### src/txbuf_pkg.sv
// Package: register map, field layout and constants of the transmit buffer store
// ---------------------------------------------------------------------------
// Summary of operation
// - Extended id bytes ignored for standard frames
// - Eight data byte registers per buffer
// - Length codes 0..8 valid, above reserved
// - Remote flag copied into sent frame
// - Eight-bit error tally, read-only, reset zero
// - Tally overflow enters bus-off state
// - 128 runs of 11 recessive clear tally
// - Send only in normal or loopback mode
// - Window field 1000 maps buffer zero on receive zero
// - Request self-clears on success; buffer read-only meanwhile except its control register
// - Extended enable selects 29 or 11 bit id
// ---------------------------------------------------------------------------
`default_nettype none
package txbuf_pkg;
  // ---------------------------------------------------------------------------
  // Address map: bits 7:4 select a page, bits 3:0 the register
  // ---------------------------------------------------------------------------
  localparam logic [7:0] PAGE_BUF0   = 8'h00;
  localparam logic [7:0] PAGE_BUF1   = 8'h10;
  localparam logic [7:0] PAGE_BUF2   = 8'h20;
  localparam logic [7:0] PAGE_RX_ZERO = 8'h30;
  localparam logic [3:0] OFS_CON     = 4'h0;
  localparam logic [3:0] OFS_SIDH    = 4'h1;
  localparam logic [3:0] OFS_SIDL    = 4'h2;
  localparam logic [3:0] OFS_EIDH    = 4'h3;
  localparam logic [3:0] OFS_EIDL    = 4'h4;
  localparam logic [3:0] OFS_LEN     = 4'h5;
  localparam logic [3:0] OFS_DATA0   = 4'h8;
  localparam logic [7:0] ADDR_CTRL   = 8'h40;
  localparam logic [7:0] ADDR_TALLY  = 8'h41;
  localparam logic [7:0] ADDR_STAT   = 8'h42;
  localparam logic [7:0] ADDR_MASK   = 8'h43;
  // ---------------------------------------------------------------------------
  // Field positions and codes
  // ---------------------------------------------------------------------------
  localparam int         BIT_REQ     = 3;
  localparam int         BIT_EXT_EN  = 3;
  localparam int         BIT_RTR     = 6;
  localparam logic [3:0] WINDOW_BUF0 = 4'h8;
  localparam logic [3:0] LEN_MAX     = 4'h8;
  localparam logic [2:0] MODE_NORMAL = 3'h0;
  localparam logic [2:0] MODE_LOOP   = 3'h2;
  localparam logic [7:0] CON_WMASK   = 8'h0B;
  localparam logic [7:0] SIDL_WMASK  = 8'hEB;
  localparam logic [7:0] LEN_WMASK   = 8'h4F;
  localparam int         RUN_BITS    = 11;
  localparam int         RUN_COUNT   = 128;
  localparam int         NUM_IRQ     = 3;
  localparam logic [7:0] ZERO8       = 8'h00;

  typedef struct packed {
    logic [7:0] addr;
    logic [7:0] wdata;
    logic       wr;
    logic       rd;
  } reg_req_t;

  // Frame handed to the bit engine
  typedef struct packed {
    logic        extended;
    logic [28:0] ident;
    logic        remote;
    logic [3:0]  length;
    logic [63:0] data;
  } frame_t;
endpackage
`default_nettype wire

### src/can_tx_buffer_message_store.sv
// Transmit buffer message store with error tally and window mapping
//
// Our own choices: the plain strobed port and the address map.
`default_nettype none
module can_tx_buffer_message_store #(
  parameter int NUM_BUF = 3,
  parameter int NUM_DATA = 8
) (
  input  wire logic                   clk_in,
  input  wire logic                   reset_in,
  input  wire txbuf_pkg::reg_req_t    bus_in,
  output logic     [7:0]              rdata_out,
  // Bit engine side
  output logic                        tx_start_out,
  output txbuf_pkg::frame_t           tx_frame_out,
  output logic     [1:0]              tx_buf_out,
  input  wire logic                   tx_done_in,
  input  wire logic                   tx_err_in,
  input  wire logic                   tx_ok_in,
  input  wire logic                   recessive_bit_in,
  output logic                        bus_off_out,
  output logic                        irq_out
);
  // ---------------------------------------------------------------------------
  // Storage
  // ---------------------------------------------------------------------------
  logic [7:0] con_q  [NUM_BUF];
  logic [7:0] sidh_q [NUM_BUF];
  logic [7:0] sidl_q [NUM_BUF];
  logic [7:0] eidh_q [NUM_BUF];
  logic [7:0] eidl_q [NUM_BUF];
  logic [7:0] len_q  [NUM_BUF];
  logic [7:0] data_q [NUM_BUF][NUM_DATA];
  logic [7:0] ctrl_q;
  logic [7:0] tally_q;
  logic [2:0] stat_q;
  logic [2:0] mask_q;
  logic       bus_off_q;
  logic       busy_q;
  logic [1:0] cur_q;
  logic [3:0] run_q;
  logic [7:0] runs_q;
  logic [7:0] rdata_q;

  // ---------------------------------------------------------------------------
  // Address decode
  // ---------------------------------------------------------------------------
  wire       window_on = ctrl_q[3:0] == txbuf_pkg::WINDOW_BUF0;
  wire [3:0] page     = bus_in.addr[7:4];
  wire [3:0] ofs      = bus_in.addr[3:0];
  wire       rx0_hit  = page == txbuf_pkg::PAGE_RX_ZERO[7:4];
  wire       buf_hit  = (page < txbuf_pkg::PAGE_RX_ZERO[7:4]) || (rx0_hit && window_on);
  wire [1:0] sel      = rx0_hit ? 2'h0 : page[1:0];
  wire       is_data  = ofs >= txbuf_pkg::OFS_DATA0;
  wire [2:0] didx     = ofs[2:0];
  wire       locked   = con_q[sel][txbuf_pkg::BIT_REQ];
  wire       wr_buf   = bus_in.wr && buf_hit;
  wire       wr_body  = wr_buf && !locked;
  wire       mode_ok  = ctrl_q[7:5] == txbuf_pkg::MODE_NORMAL ||
                        ctrl_q[7:5] == txbuf_pkg::MODE_LOOP;
  wire       clr_stat = bus_in.wr && bus_in.addr == txbuf_pkg::ADDR_STAT;

  // Lowest pending buffer wins; priority bits kept for software only
  logic       pend;
  logic [1:0] pick;
  always_comb begin
    pend = 1'b0;
    pick = 2'h0;
    for (int i = NUM_BUF - 1; i >= 0; i--) begin
      if (con_q[i][txbuf_pkg::BIT_REQ]) begin
        pend = 1'b1;
        pick = 2'(i);
      end
    end
  end
  wire start = pend && !busy_q && mode_ok && !bus_off_q;

  // ---------------------------------------------------------------------------
  // Frame assembly
  // ---------------------------------------------------------------------------
  wire        ext   = sidl_q[cur_q][txbuf_pkg::BIT_EXT_EN];
  wire [10:0] sid   = {sidh_q[cur_q], sidl_q[cur_q][7:5]};
  wire [28:0] ident = ext ? {sid, sidl_q[cur_q][1:0], eidh_q[cur_q], eidl_q[cur_q]}
                          : {18'h00000, sid};
  wire [3:0]  dl    = len_q[cur_q][3:0] > txbuf_pkg::LEN_MAX ?
                      txbuf_pkg::LEN_MAX : len_q[cur_q][3:0];
  logic [63:0] dflat;
  always_comb begin
    dflat = 64'h0;
    for (int m = 0; m < NUM_DATA; m++) dflat[m*8 +: 8] = data_q[cur_q][m];
  end

  // ---------------------------------------------------------------------------
  // Register writes and sequencing
  // ---------------------------------------------------------------------------
  always_ff @(posedge clk_in) begin
    if (reset_in) begin
      for (int i = 0; i < NUM_BUF; i++) begin
        con_q[i]  <= txbuf_pkg::ZERO8;
        sidh_q[i] <= txbuf_pkg::ZERO8;
        sidl_q[i] <= txbuf_pkg::ZERO8;
        eidh_q[i] <= txbuf_pkg::ZERO8;
        eidl_q[i] <= txbuf_pkg::ZERO8;
        len_q[i]  <= txbuf_pkg::ZERO8;
        for (int m = 0; m < NUM_DATA; m++) data_q[i][m] <= txbuf_pkg::ZERO8;
      end
      ctrl_q       <= txbuf_pkg::ZERO8;
      busy_q       <= 1'b0;
      cur_q        <= 2'h0;
      tx_start_out <= 1'b0;
    end else begin
      tx_start_out <= start;
      if (start) begin
        busy_q <= 1'b1;
        cur_q  <= pick;
      end
      if (busy_q && tx_done_in) begin
        busy_q <= 1'b0;
        if (tx_ok_in) con_q[cur_q][txbuf_pkg::BIT_REQ] <= 1'b0;
      end
      if (bus_in.wr && bus_in.addr == txbuf_pkg::ADDR_CTRL) ctrl_q <= bus_in.wdata;
      if (wr_buf && ofs == txbuf_pkg::OFS_CON && !(busy_q && tx_done_in && cur_q == sel))
        con_q[sel] <= bus_in.wdata & txbuf_pkg::CON_WMASK;
      if (wr_body) begin
        unique case (ofs)
          txbuf_pkg::OFS_SIDH: sidh_q[sel] <= bus_in.wdata;
          txbuf_pkg::OFS_SIDL: sidl_q[sel] <= bus_in.wdata & txbuf_pkg::SIDL_WMASK;
          txbuf_pkg::OFS_EIDH: eidh_q[sel] <= bus_in.wdata;
          txbuf_pkg::OFS_EIDL: eidl_q[sel] <= bus_in.wdata;
          txbuf_pkg::OFS_LEN:  len_q[sel]  <= bus_in.wdata & txbuf_pkg::LEN_WMASK;
          default: if (is_data) data_q[sel][didx] <= bus_in.wdata;
        endcase
      end
    end
  end

  // ---------------------------------------------------------------------------
  // Error tally, bus-off and recovery
  // ---------------------------------------------------------------------------
  wire run_done = recessive_bit_in && run_q == 4'(txbuf_pkg::RUN_BITS - 1);
  wire recovered = bus_off_q && run_done && runs_q == 8'(txbuf_pkg::RUN_COUNT - 1);
  wire tally_ovf = tx_err_in && tally_q == 8'hFF;
  always_ff @(posedge clk_in) begin
    if (reset_in) begin
      tally_q   <= txbuf_pkg::ZERO8;
      bus_off_q <= 1'b0;
      run_q     <= 4'h0;
      runs_q    <= txbuf_pkg::ZERO8;
    end else begin
      run_q <= (!recessive_bit_in || run_done) ? 4'h0 : run_q + 4'h1;
      if (recovered) begin
        tally_q   <= txbuf_pkg::ZERO8;
        bus_off_q <= 1'b0;
        runs_q    <= txbuf_pkg::ZERO8;
      end else begin
        if (bus_off_q && run_done) runs_q <= runs_q + 8'h01;
        if (tally_ovf) bus_off_q <= 1'b1;
        if (tx_err_in && !bus_off_q) tally_q <= tally_q + 8'h01;
        else if (tx_ok_in && tx_done_in && tally_q != txbuf_pkg::ZERO8 && !bus_off_q)
          tally_q <= tally_q - 8'h01;
      end
    end
  end

  // ---------------------------------------------------------------------------
  // Interrupts: sent, error, bus-off; set wins over clear
  // ---------------------------------------------------------------------------
  wire [2:0] ev = {tally_ovf, tx_err_in, busy_q && tx_done_in && tx_ok_in};
  always_ff @(posedge clk_in) begin
    if (reset_in) begin
      stat_q <= 3'h0;
      mask_q <= 3'h0;
    end else begin
      stat_q <= (stat_q & ~(clr_stat ? bus_in.wdata[2:0] : 3'h0)) | ev;
      if (bus_in.wr && bus_in.addr == txbuf_pkg::ADDR_MASK) mask_q <= bus_in.wdata[2:0];
    end
  end
  assign irq_out = |(stat_q & mask_q);

  // ---------------------------------------------------------------------------
  // Read path
  // ---------------------------------------------------------------------------
  logic [7:0] rmux;
  always_comb begin
    rmux = txbuf_pkg::ZERO8;
    if (buf_hit) begin
      unique case (ofs)
        txbuf_pkg::OFS_CON:  rmux = con_q[sel];
        txbuf_pkg::OFS_SIDH: rmux = sidh_q[sel];
        txbuf_pkg::OFS_SIDL: rmux = sidl_q[sel];
        txbuf_pkg::OFS_EIDH: rmux = eidh_q[sel];
        txbuf_pkg::OFS_EIDL: rmux = eidl_q[sel];
        txbuf_pkg::OFS_LEN:  rmux = len_q[sel];
        default:             rmux = is_data ? data_q[sel][didx] : txbuf_pkg::ZERO8;
      endcase
    end else begin
      unique case (bus_in.addr)
        txbuf_pkg::ADDR_CTRL: rmux = ctrl_q;
        txbuf_pkg::ADDR_TALLY: rmux = tally_q;
        txbuf_pkg::ADDR_STAT: rmux = {5'h00, stat_q};
        txbuf_pkg::ADDR_MASK: rmux = {5'h00, mask_q};
        default:              rmux = txbuf_pkg::ZERO8;
      endcase
    end
  end
  always_ff @(posedge clk_in) begin
    if (reset_in) rdata_q <= txbuf_pkg::ZERO8;
    else if (bus_in.rd) rdata_q <= rmux;
    else rdata_q <= txbuf_pkg::ZERO8;
  end
  assign rdata_out = rdata_q;
  assign bus_off_out = bus_off_q;
  assign tx_buf_out = cur_q;
  assign tx_frame_out = '{extended: ext, ident: ident,
                          remote: len_q[cur_q][txbuf_pkg::BIT_RTR],
                          length: dl, data: dflat};
endmodule
`default_nettype wire

### config.mk
export PLATFORM = sky130hd
export DESIGN_NAME = can_tx_buffer_message_store
export DESIGN_NICKNAME = d
export VERILOG_FILES = /design/src/txbuf_pkg.sv /design/src/can_tx_buffer_message_store.sv
export SDC_FILE = /design/constraint.sdc
export NUM_CORES = 1
export LEC_CHECK = 0
export BUFFER_PORTS_ARGS = -buffer_cell sky130_fd_sc_hd__buf_4
export CAP_MARGIN = 25
export CORE_MARGIN = 1
export CORE_UTILIZATION = 25
export DETAILED_ROUTE_END_ITERATION = 6
export GPL_TIMING_DRIVEN = 0
export PLACE_DENSITY = 0.43
export SETUP_SLACK_MARGIN = 0.15
export SKIP_CTS_REPAIR_TIMING = 1
export SYNTH_ARGS = -nofsm -noshare
export SYNTH_HDL_FRONTEND = slang
export SYNTH_SLANG_ARGS = --single-unit
### constraint.sdc
create_clock -name clk_in -period 3.95 [get_ports clk_in]
set_clock_uncertainty 0.2 [all_clocks]
set_input_delay 0.79 -clock clk_in [delete_from_list [all_inputs] [get_ports clk_in]]
set_output_delay 0.79 -clock clk_in [all_outputs]
set_load 0.005 [all_outputs]
==> impl_metrics.csv, run 1 <==
group,metric,value,unit
synth,syn-cell-area,0.0244,mm²
power,vdd_drop_max,0.452,mV
layout,syn2layout_area_growth,22.6,%
clocking,numClockSinks,457,
global_route,first_pass_grt_wire_length,168,mm
routing,detailedRoute.firstIterationViolations,2412,
worst_setup_path,worst_path_top_cell_family_by_delay,"buffers and inverters",
floorplan,floorplan.rows,114,
layout,finish.net_count,2272,
power,cellPowerDensity,414,mW/mm²
sta,hold_violations,0,
power,power.static_leakage,10.9,nW
global_route,global_route.usage.total,0.252,
worst_setup_path,cp_slowest_stage_delay,0.74,ns
synth,synth_enable_flop_cells,408,
routing,wl_per_cell,35.5,µm
floorplan,fp.dieH,315,µm
synth,arithmetic_cell_share_of_the_synthesized_area_counting_full_adders_half_adders_and_majority_gates,0.00543,
sta,period_share,1.01,
floorplan,initial_core_util,0.253,
synth,postSynthRegisterBits,457,
worst_setup_path,required,4.21,ns
global_route,via_count_of_the_first_global_routing_pass,19000,
synth,ys_async_sr_fraction,0,
worst_setup_path,critPathKind,"input port to flop",
routing,drt-pass1-iter-count,7,
synth,simple_gate_portion_of_the_synthesized_area,0.148,
min_path,min-delay-start,"bus_in[9]",
worst_setup_path,worst_reg2reg_setup_slack,0.33,ns
flow_run,drv_cap,0,
synth,synth-compound-area-share,0.0875,
sta,finalMaxSlewViolations,0,
sta,timing.max_slew.rel_slack,0.215,
min_path,hold_path_end,"eidl_q[3][7]$_DFFE_PP_",
worst_setup_path,cp_num_buf_inv,6,
routing,route.detailed.drc,3,
worst_setup_path,worst_setup_path_end_kind,"flop",
floorplan,die_width,315,µm
worst_setup_path,worst_ep_arrival_time,4.25,ns
power,relative_contribution_of_the_clock_network_to_total_power,0.403,
synth,synth_cells,1888,
global_route,grt_start_max_net_pins,16,
routing,vias_per_cell,5.48,
synth,synth_top_family_by_area,"multiplexers",
placement,place_area,0.0281,mm²
power,combPwrFrac,0.144,
synth,ys_warn_count,0,
power,cell_internal_pwr,8.84,mW
layout,register_area,0.0132,mm²
worst_setup_path,timing.rr.end,"data_q[1][26]$_SDFFCE_PN0P_",
synth,synth.yosys.seq_area_share,0.542,
worst_setup_path,path_max_fanout,10,
floorplan,coreArea,0.0967,mm²
sta,postLayoutSetupSlackWorst,-0.0402,ns
layout,post-route-util,0.310,
power,overall_power,12.4,mW
routing,detail-route-antenna-nets,0,
sta,timing.setup.tns,-0.0402,ns
routing,postRouteWirelength,127,mm
clocking,clk_transition_reported_paths,0.06,ns
worst_setup_path,worst_path_max_delay_cell,"clkbuf_1",
synth,synth_cell_types,93,
floorplan,fp.dieArea,0.0990,mm²
global_route,grt_overflow_total,0,
power,sequential_share_of_power,0.453,
routing,vias,19500,
placement,numPortBuffers,132,
placement,numPlacedInstances,3450,
layout,share_of_cells_above_drive_strength_1,0.260,
worst_setup_path,path_cells,"buf_4, buf_2, buf_6, clkbuf_1, inv_1, o311ai_1, o311ai_0, clkdlybuf4s15_2, o221ai_1",
floorplan,design.portCount,136,
clocking,cts-root-to-sink-buffers,3,
worst_setup_path,startpoint_type,"input port",
min_path,hold_path_depth,1,
power,power_switching_share,0.288,
clocking,clock_tree_from_tritoncts,"built",
synth,synthMuxAreaShare,0.179,
placement,place_congestion,0.946,
layout,fin_area,0.0300,mm²
synth,synthXorXnorAreaFrac,0.00502,
layout,multiInputGateArea,0.0108,mm²
worst_setup_path,rr_startpoint,"ctrl_q[2]$_SDFFE_PP0P_",
sta,timing.fmax,251,MHz
sta,hold-worst-slack,0.189,ns
layout,final-instance-count-excl-fill,3565,
clocking,cts_root_buffer,"clkbuf_16",
power,power.switching,3.58,mW
run_status,outcome,"complete, but fails checks",
min_path,min-delay-path-class,"input port to flop",
placement,dp_slack,-0.897,ns
run_status,failed_checks,"design-rule violations, negative setup slack",
synth,syn-mean-instance-area,12.9,µm²
sta,worst-slew-pin-transition,1.18,ns
clocking,clock_tree.htree_level_count,2,
synth,synthFlopType,"edfxtp_1",
sta,grt_setup_unrepaired,"true",
worst_setup_path,reg2regPathDepth,7,
sta,finalWorstPathRequiredPeriod,3.99,ns
layout,fill_cells,9879,
sta,setup_viol,1,
global_route,initial_antenna_violation_count,15,
clocking,num_cts_buffers,56,
placement,detailed_place_hpwl,93.3,mm
clocking,clkLatencyLatePin,0.66,ns
-- cell type report --
| class | instances | share of cell area |
|---|---|---|
| Antenna cell | 4 | 0.000334 |
| Inverter | 25 | 0.00313 |
| Buffer | 151 | 0.0280 |
| Tap cell | 1276 | 0.0533 |
| Multi-Input combinational cell | 1356 | 0.360 |
| Sequential cell | 457 | 0.442 |
| Timing Repair Buffer | 191 | 0.0561 |
| Clock inverter | 39 | 0.00914 |
| Clock buffer | 66 | 0.0480 |
-- layer usage --
layer  up-vias  track usage  routed length (µm)
met1     10300        0.331               50700
met5         -            0                  27
met3       260       0.0431               10700
met4         4        0.117                6150
met2      1164        0.404               59000
li1       7844            -                   -
-- how the worst max path moves through the flow --
stage / slack [ns] / start / cells past startpoint / to
after detailed placement: -0.90 / bus_in[17] / 10 / rdata_out[7]$_SDFF_PP0_
final: -0.04 / bus_in[10] / 9 / rdata_out[4]$_SDFF_PP0_
after CTS: -1.51 / flop / 6 / tx_frame_out[37]
after floorplan: 0.43 / bus_in[15] / 6 / data_q[2][32]$_DFFE_PP_
after global routing: 0.13 / flop / 5 / tx_frame_out[37]
after global placement: -1.43 / bus_in[17] / 7 / data_q[2][41]$_DFFE_PP_
-- placed cells by master, fill, tap and decap left out, types with 12 or more instances in the layout --
master / netlist / routed
o22ai_1: 36 / 36
conb_1: 1 / 102
mux2_2: 44 / 44
mux4_2: 140 / 140
nand2b_1: 13 / 13
edfxtp_1: 408 / 408
buf_6: 6 / 21
clkbuf_4: 0 / 15
o211ai_1: 15 / 15
clkbuf_1: 72 / 72
mux2i_1: 71 / 71
a211oi_1: 12 / 12
nand2_1: 136 / 136
clkinv_1: 1 / 14
buf_8: 0 / 21
a31oi_1: 21 / 21
clkinv_2: 0 / 15
o21ai_0: 84 / 68
nand3_1: 12 / 12
and2_1: 248 / 248
a21oi_1: 36 / 35
buf_2: 49 / 38
o21ai_1: 4 / 20
buf_4: 11 / 162
clkbuf_16: 0 / 56
inv_1: 23 / 23
nor2_1: 116 / 115
dfxtp_1: 49 / 49
nor3_1: 29 / 29
-- registers in the layout, summed over array words and instances (netlist names), named ones only --
signal and cells:
data_q 256, eidh_q 32, eidl_q 32, sidh_q 32, sidl_q 24, len_q 20, con_q 12, ctrl_q 8
rdata_out 8, runs_q 8, tally_q 8, run_q 4, mask_q 3, stat_q 3, tx_buf_out 2, bus_off_out 1
busy_q 1, tx_start_out 1
-- power by group through the flow --
| stage | Combinational (mW) | Clock (mW) | Sequential [mW] |
|---|---|---|---|
| 6_report | 1.79 | 5.01 | 5.62 |
| 5_1_grt | 1.85 | 5.21 | 5.64 |
| 3_5_place_dp | 1.74 | 0 | 5.72 |
| 3_3_place_gp | 1.67 | 0 | 5.71 |
| 2_1_floorplan | 0.858 | 0 | 5.64 |
| 4_1_cts | 1.75 | 5.06 | 5.62 |
-- kinds of logic after synthesis --
group / after synthesis
other: 1
AND/OR/NAND/NOR: 661
adder cells (fa/ha/maj): 10
flip-flops: 457
multiplexers: 256
AO/OA/AOI/OAI: 313
buffers and inverters: 176
XOR/XNOR: 14
-- worst register-to-register path, stage by stage, from the launching register on --
cell	delay (ns)
dfxtp_1	0.35
nor4b_4	0.47
o2111ai_2	0.22
a2111oi_4	0.46
nand3_1	0.27
buf_2	0.33
buf_2	0.24
o21ai_1	0.74
-- cells in the mapped netlist, types with 6 or more instances --
| cell type | n | area [µm²] |
|---|---|---|
| mux4_2 | 140 | 3150 |
| and3_1 | 6 | 37.5 |
| nor4_1 | 6 | 37.5 |
| buf_1 | 13 | 48.8 |
| o22ai_1 | 36 | 225 |
| mux2_2 | 44 | 495 |
| ha_1 | 9 | 113 |
| a22oi_1 | 7 | 52.6 |
| nand2_1 | 136 | 510 |
| xnor2_1 | 10 | 87.6 |
| a211oi_1 | 12 | 90.1 |
| inv_1 | 23 | 86.3 |
| nor2_1 | 116 | 435 |
| mux2i_1 | 71 | 711 |
| o21ai_0 | 84 | 420 |
| or3_1 | 10 | 62.6 |
| o211ai_1 | 15 | 113 |
| or3b_2 | 7 | 61.3 |
| o31ai_1 | 6 | 45.0 |
| a21oi_1 | 36 | 180 |
| and2_1 | 248 | 1550 |
| nor3_1 | 29 | 145 |
| buf_4 | 11 | 82.6 |
| nor2b_1 | 10 | 62.6 |
| clkbuf_1 | 72 | 270 |
| a31oi_1 | 21 | 131 |
| a311oi_1 | 6 | 52.6 |
| dfxtp_1 | 49 | 981 |
| nand2b_1 | 13 | 81.3 |
| a2bb2oi_1 | 11 | 96.3 |
| nand4_1 | 11 | 68.8 |
| o21bai_1 | 10 | 75.1 |
| edfxtp_1 | 408 | 12300 |
| nor2_2 | 10 | 62.6 |
| buf_2 | 49 | 245 |
| buf_6 | 6 | 67.6 |
| nand3_1 | 12 | 60.1 |
| o21a_1 | 7 | 52.6 |
(Power assumes the default switching activity.)
==> run 2, diff against run 1 <==
- CTS_BUF_LIST: unset -> sky130_fd_sc_hd__clkbuf_4
==> run 2 against run 1 <==
Net effect:
- the run still ends with design-rule violations, negative setup slack left
- clock-buffer cell count up 139
- first-iteration DRC count grew 12%
- clock power decreased by 4.4%
- die area did not move
- worst setup slack lost 0.063 ns
- sequential share of layout area decreased by 0.99 points
- worst hold slack got worse by 0.12 ns
- via count is 4.3% higher
- sequential cell count did not move
- routed wire length increased by 2.0%
- sequential power about the same
- combinational power up 4%
- critical path type unchanged
- largest cell class unchanged
- largest power group unchanged
==> impl_metrics.csv, run 2 (synthesized netlist as in run 1, its figures left out) <==
group,metric,value,unit
layout,largest_reg_flops,256,
power,cellPowerDensity,401,mW/mm²
run_status,failed_checks,"design-rule violations, negative setup slack",
clocking,clkLatencyLatePin,1.05,ns
placement,place_area,0.0281,mm²
worst_setup_path,path_cells,"buf_4, buf_2, nor2_4, buf_2, buf_2, a2bb2oi_1, o32ai_1, a21o_1, a221oi_1, o41ai_1",
clocking,clk_transition_reported_paths,0.06,ns
worst_setup_path,cp_slowest_stage_delay,0.93,ns
routing,drt-pass1-iter-count,7,
routing,detail-route-antenna-nets,0,
global_route,via_count_of_the_first_global_routing_pass,19700,
sta,grt_setup_unrepaired,"true",
routing,vias,20400,
global_route,grt_start_max_net_pins,17,
clocking,numClockSinks,457,
worst_setup_path,crit_top_cell,"buf_2",
clocking,cts-root-to-sink-buffers,3,
routing,wl_per_cell,34.5,µm
layout,fill_cells,9901,
sta,hold_violations,0,
floorplan,design.portCount,136,
sta,timing.fmax,247,MHz
routing,postRouteWirelength,129,mm
routing,route.detailed.drc,5,
clocking,clock_tree_from_tritoncts,"built",
floorplan,initial_core_util,0.253,
placement,detailed_place_hpwl,93.3,mm
global_route,grt_overflow_total,0,
sta,period_share,1.03,
worst_setup_path,path_max_fanout,10,
layout,share_of_cells_above_drive_strength_1,0.309,
placement,numPlacedInstances,3450,
layout,fin_area,0.0307,mm²
layout,finish.net_count,2397,
worst_setup_path,cp_num_buf_inv,4,
layout,final-instance-count-excl-fill,3746,
worst_setup_path,critPathKind,"input port to flop",
flow_run,drv_cap,0,
layout,layout.cells.most_common,"edfxtp_1",
routing,detailedRoute.firstIterationViolations,2697,
floorplan,coreArea,0.0967,mm²
sta,timing.setup.tns,-0.104,ns
sta,hold-worst-slack,0.0683,ns
global_route,initial_antenna_violation_count,16,
floorplan,fp.dieArea,0.0990,mm²
floorplan,fp.dieH,315,µm
power,overall_power,12.3,mW
layout,syn2layout_area_growth,25.5,%
global_route,first_pass_grt_wire_length,169,mm
floorplan,floorplan.rows,114,
sta,timing.max_slew.rel_slack,0.227,
sta,worst-slew-pin-transition,1.14,ns
sta,finalMaxSlewViolations,0,
worst_setup_path,required,4.60,ns
floorplan,die_width,315,µm
placement,numPortBuffers,132,
layout,layout_common_cells,"408 x edfxtp_1, 248 x and2_1, 209 x clkbuf_4, 177 x buf_4, 140 x mux4_2",
clocking,num_cts_buffers,141,
sta,setup_viol,1,
worst_setup_path,worst_ep_arrival_time,4.70,ns
worst_setup_path,worst_path_max_delay_cell,"a221oi_1",
sta,finalWorstPathRequiredPeriod,4.05,ns
layout,regMostFlops,"data_q",
sta,postLayoutSetupSlackWorst,-0.104,ns
power,power.static_leakage,11.4,nW
clocking,cts_root_buffer,"clkbuf_4",
worst_setup_path,startpoint_type,"input port",
global_route,global_route.usage.total,0.256,
clocking,clock_tree.htree_level_count,4,
worst_setup_path,worst_path_top_cell_family_by_delay,"compound AO/OA/AOI/OAI gates",
run_status,outcome,"complete, but fails checks",
worst_setup_path,worst_setup_path_end_kind,"flop",
min_path,min-delay-path-class,"input port to flop",
placement,place_congestion,0.946,
routing,vias_per_cell,5.44,
power,vdd_drop_max,0.230,mV
## run 2: worst paths after layout
path,cells past startpoint,slack [ns],end,start
max,10,-0.10,rdata_out[7]$_SDFF_PP0_,bus_in[17]
min,4,0.07,stat_q[0]$_SDFF_PP0_,tx_ok_in
max reg2reg,7,0.28,data_q[0][57]$_SDFFCE_PN0P_,ctrl_q[2]$_SDFFE_PP0P_
min reg2reg,1,0.27,run_q[0]$_SDFF_PP0_,run_q[0]$_SDFF_PP0_
## run 2: area by class of cell
cell class / count / area, µm² / share of cell area
sequential: 457 / 13200 / 0.432
multi-input combinational: 1356 / 10800 / 0.352
timing repair buffer: 231 / 2190 / 0.0714
tap: 1276 / 1600 / 0.0521
clock buffer: 205 / 1540 / 0.0502
buffer: 151 / 993 / 0.0324
clock inverter: 36 / 199 / 0.00649
inverter: 25 / 93.8 / 0.00306
antenna: 9 / 22.5 / 0.000734
## run 2: worst min-delay path, cell delays in order
cell and delay (ns):
buf_4 0.10, nand4_1 0.15, inv_1 0.14, a31o_2 0.11
## run 2: report_power, final
| group | internal (mW) | total (mW) | switching, mW |
|---|---|---|---|
| Clock | 2.44 | 4.79 | 2.35 |
| Combinational | 0.706 | 1.87 | 1.17 |
| Sequential | 5.46 | 5.62 | 0.165 |
| Total | 8.60 | 12.3 | 3.68 |
## run 2: per-stage QoR
| stage | setup WS, ns | util |
|---|---|---|
| 3_3_place_gp | -1.43 | 0.283 |
| 2_1_floorplan | 0.433 | - |
| 5_1_grt | 0.0298 | 0.317 |
| 6_report | -0.104 | 0.317 |
| 4_1_cts | -2.01 | 0.308 |
| 3_5_place_dp | -0.897 | 0.290 |
## run 2: layer usage
metal / share of wire / GRT usage
met5: 0.00032 / 0
met4: 0.047 / 0.123
met3: 0.089 / 0.0546
met2: 0.46 / 0.407
met1: 0.40 / 0.330
==> run 3, diff against run 2 <==
- PLACE_DENSITY: 0.43 -> 0.45
- clock period: 3.95 -> 3.55 ns (I/O delays scaled with it)
==> run 3 against run 2 <==
Net effect:
- the flow finishes with violations (negative setup slack)
- via count is 0.13% lower
- critical path depth is 4 lower
- first-iteration DRC count is 0.30% lower
- register-to-register slack worse by 0.20 ns
- worst hold slack worse by 0.053 ns
- combinational power is 18% higher
- sequential cell count stayed put
- sequential power is 11% higher
- die area stayed put
- clock power is 10% higher
- power is 12% higher
- worst setup slack worse by 0.21 ns
- critical endpoint is now tx_frame_out[71]
- largest power group unchanged
==> impl_metrics.csv, run 3 (synthesized netlist as in run 1, its figures left out) <==
group,metric,value,unit
run_status,outcome,"complete, but fails checks",
run_status,failed_checks,"negative setup slack",
min_path,min-delay-path-class,"input port to flop",
global_route,via_count_of_the_first_global_routing_pass,19800,
sta,postLayoutSetupSlackWorst,-0.310,ns
worst_setup_path,rr_startpoint,"ctrl_q[0]$_SDFFE_PP0P_",
clocking,cts_root_buffer,"clkbuf_4",
layout,syn2layout_area_growth,28.3,%
layout,largest_reg_flops,256,
worst_setup_path,timing.rr.end,"rdata_out[0]$_SDFF_PP0_",
clocking,cts-root-to-sink-buffers,3,
flow_run,drv_cap,0,
layout,fill_cells,9866,
worst_setup_path,worst_path_max_delay_cell,"mux4_2",
worst_setup_path,required,2.64,ns
worst_setup_path,worst_reg2reg_setup_slack,0.08,ns
placement,numPlacedInstances,3453,
sta,finalWorstPathRequiredPeriod,3.86,ns
global_route,global_route.usage.total,0.256,
floorplan,design.portCount,136,
worst_setup_path,reg2regPathDepth,6,
sta,hold_violations,0,
min_path,min-delay-start,"tx_ok_in",
floorplan,initial_core_util,0.253,
sta,finalMaxSlewViolations,0,
sta,worst-slew-pin-transition,1.35,ns
layout,layout.cells.most_common,"edfxtp_1",
worst_setup_path,critPathKind,"flop to output port",
layout,finish.net_count,2414,
routing,detail-route-antenna-nets,0,
power,vdd_drop_max,0.273,mV
global_route,grt_overflow_total,0,
power,power.static_leakage,11.6,nW
worst_setup_path,cp_slowest_stage_delay,0.67,ns
routing,vias_per_cell,5.41,
sta,timing.max_slew.rel_slack,0.102,
clocking,numClockSinks,457,
floorplan,fp.dieArea,0.0990,mm²
global_route,first_pass_grt_wire_length,170,mm
clocking,clk_transition_reported_paths,0.06,ns
worst_setup_path,path_cells,"buf_6, buf_12, mux4_2, clkbuf_16, mux2_2, buf_4",
floorplan,coreArea,0.0967,mm²
floorplan,fp.dieH,315,µm
min_path,hold_path_end,"stat_q[0]$_SDFF_PP0_",
clocking,clock_tree_from_tritoncts,"built",
sta,timing.fmax,259,MHz
global_route,grt_start_max_net_pins,17,
placement,detailed_place_hpwl,93.2,mm
worst_setup_path,startpoint_type,"flop",
worst_setup_path,worst_setup_path_end_kind,"output port",
clocking,num_cts_buffers,138,
sta,period_share,1.09,
worst_setup_path,worst_ep_arrival_time,2.95,ns
power,cellPowerDensity,438,mW/mm²
layout,regMostFlops,"data_q",
power,overall_power,13.7,mW
sta,grt_setup_unrepaired,"true",
routing,route.detailed.drc,0,
layout,final-instance-count-excl-fill,3760,
layout,share_of_cells_above_drive_strength_1,0.324,
clocking,clock_tree.htree_level_count,4,
clocking,clkLatencyLatePin,1.11,ns
layout,layout_common_cells,"408 x edfxtp_1, 239 x and2_1, 203 x clkbuf_4, 140 x mux4_2, 134 x nand2_1",
min_path,hold_path_depth,4,
routing,detailedRoute.firstIterationViolations,2689,
floorplan,die_width,315,µm
worst_setup_path,path_max_fanout,5,
routing,drt-pass1-iter-count,7,
routing,postRouteWirelength,129,mm
placement,numPortBuffers,132,
global_route,initial_antenna_violation_count,19,
floorplan,floorplan.rows,114,
placement,place_congestion,0.959,
sta,setup_viol,99,
routing,vias,20300,
routing,wl_per_cell,34.4,µm
[run 3: cell types whose count changed in the layout (fill, tap and decap cells not counted), sizes merged]
| cell | before | now |
|---|---|---|
| diode | 9 | 10 |
| clkinv | 25 | 29 |
| buf | 299 | 313 |
| clkbuf | 276 | 272 |
| bufinv | 1 | 2 |
| clkinvlp | 4 | 5 |
| inv | 31 | 26 |
| dlygate4sd3 | 11 | 13 |
[run 3: report_power, final]
part | leakage, nW | switching, mW | total (mW) | internal, mW
combinational | 6.06 | 1.33 | 2.20 | 0.866
clock | 1.00 | 2.60 | 5.28 | 2.68
sequential | 4.59 | 0.182 | 6.25 | 6.07
[run 3: area by class of cell]
class                   count  area (µm²)  area share
inverters                  25         101     0.00323
diodes                     10        25.0    0.000798
multi-input cells        1356       11000       0.349
clock buffers             197        1480      0.0472
plain buffers             150        1060      0.0339
clock inverters            37         214     0.00682
well taps                1276        1600      0.0509
repair buffers            252        2680      0.0855
flip-flops and latches    457       13200       0.422
[run 3: metal layers]
metal | up-vias | track usage | routed length, µm
met5 | - | 0 | 21
met2 | 1326 | 0.403 | 59300
li1 | 8214 | - | -
met3 | 294 | 0.0603 | 12900
met1 | 10500 | 0.329 | 50800
met4 | 2 | 0.125 | 6240
[run 3: worst max-delay path by stage]
stage                                          to  slack (ns)        from
after floorplan           data_q[2][32]$_DFFE_PP_        0.11  bus_in[15]
after global placement    data_q[2][23]$_DFFE_PP_       -1.92  bus_in[12]
after detailed placement  rdata_out[4]$_SDFF_PP0_       -1.38  bus_in[16]
after CTS                        tx_frame_out[37]       -2.15        flop
after global routing             tx_frame_out[74]       -0.40        flop
final                            tx_frame_out[71]       -0.31        flop
[run 3: metrics by stage]
step	cell area [µm²]	hold slack, ns	setup slack (ns)	TNS [ns]	utilization
2_1_floorplan	24800	0.230	0.113	0	-
3_3_place_gp	27400	0.241	-1.92	-599.23	0.283
3_5_place_dp	28000	0.258	-1.38	-379.34	0.290
4_1_cts	29700	-0.416	-2.15	-150.84	0.307
5_1_grt	31300	0.00000655	-0.399	-28.15	0.324
6_report	31400	0.0151	-0.310	-19.19	0.324
[run 3: worst max-delay path: cells and delay by family (launching register included)]
family                 cells  cell delay, ns
buffers and inverters      4            0.59
flip-flops                 1            0.32
multiplexers               2            0.95
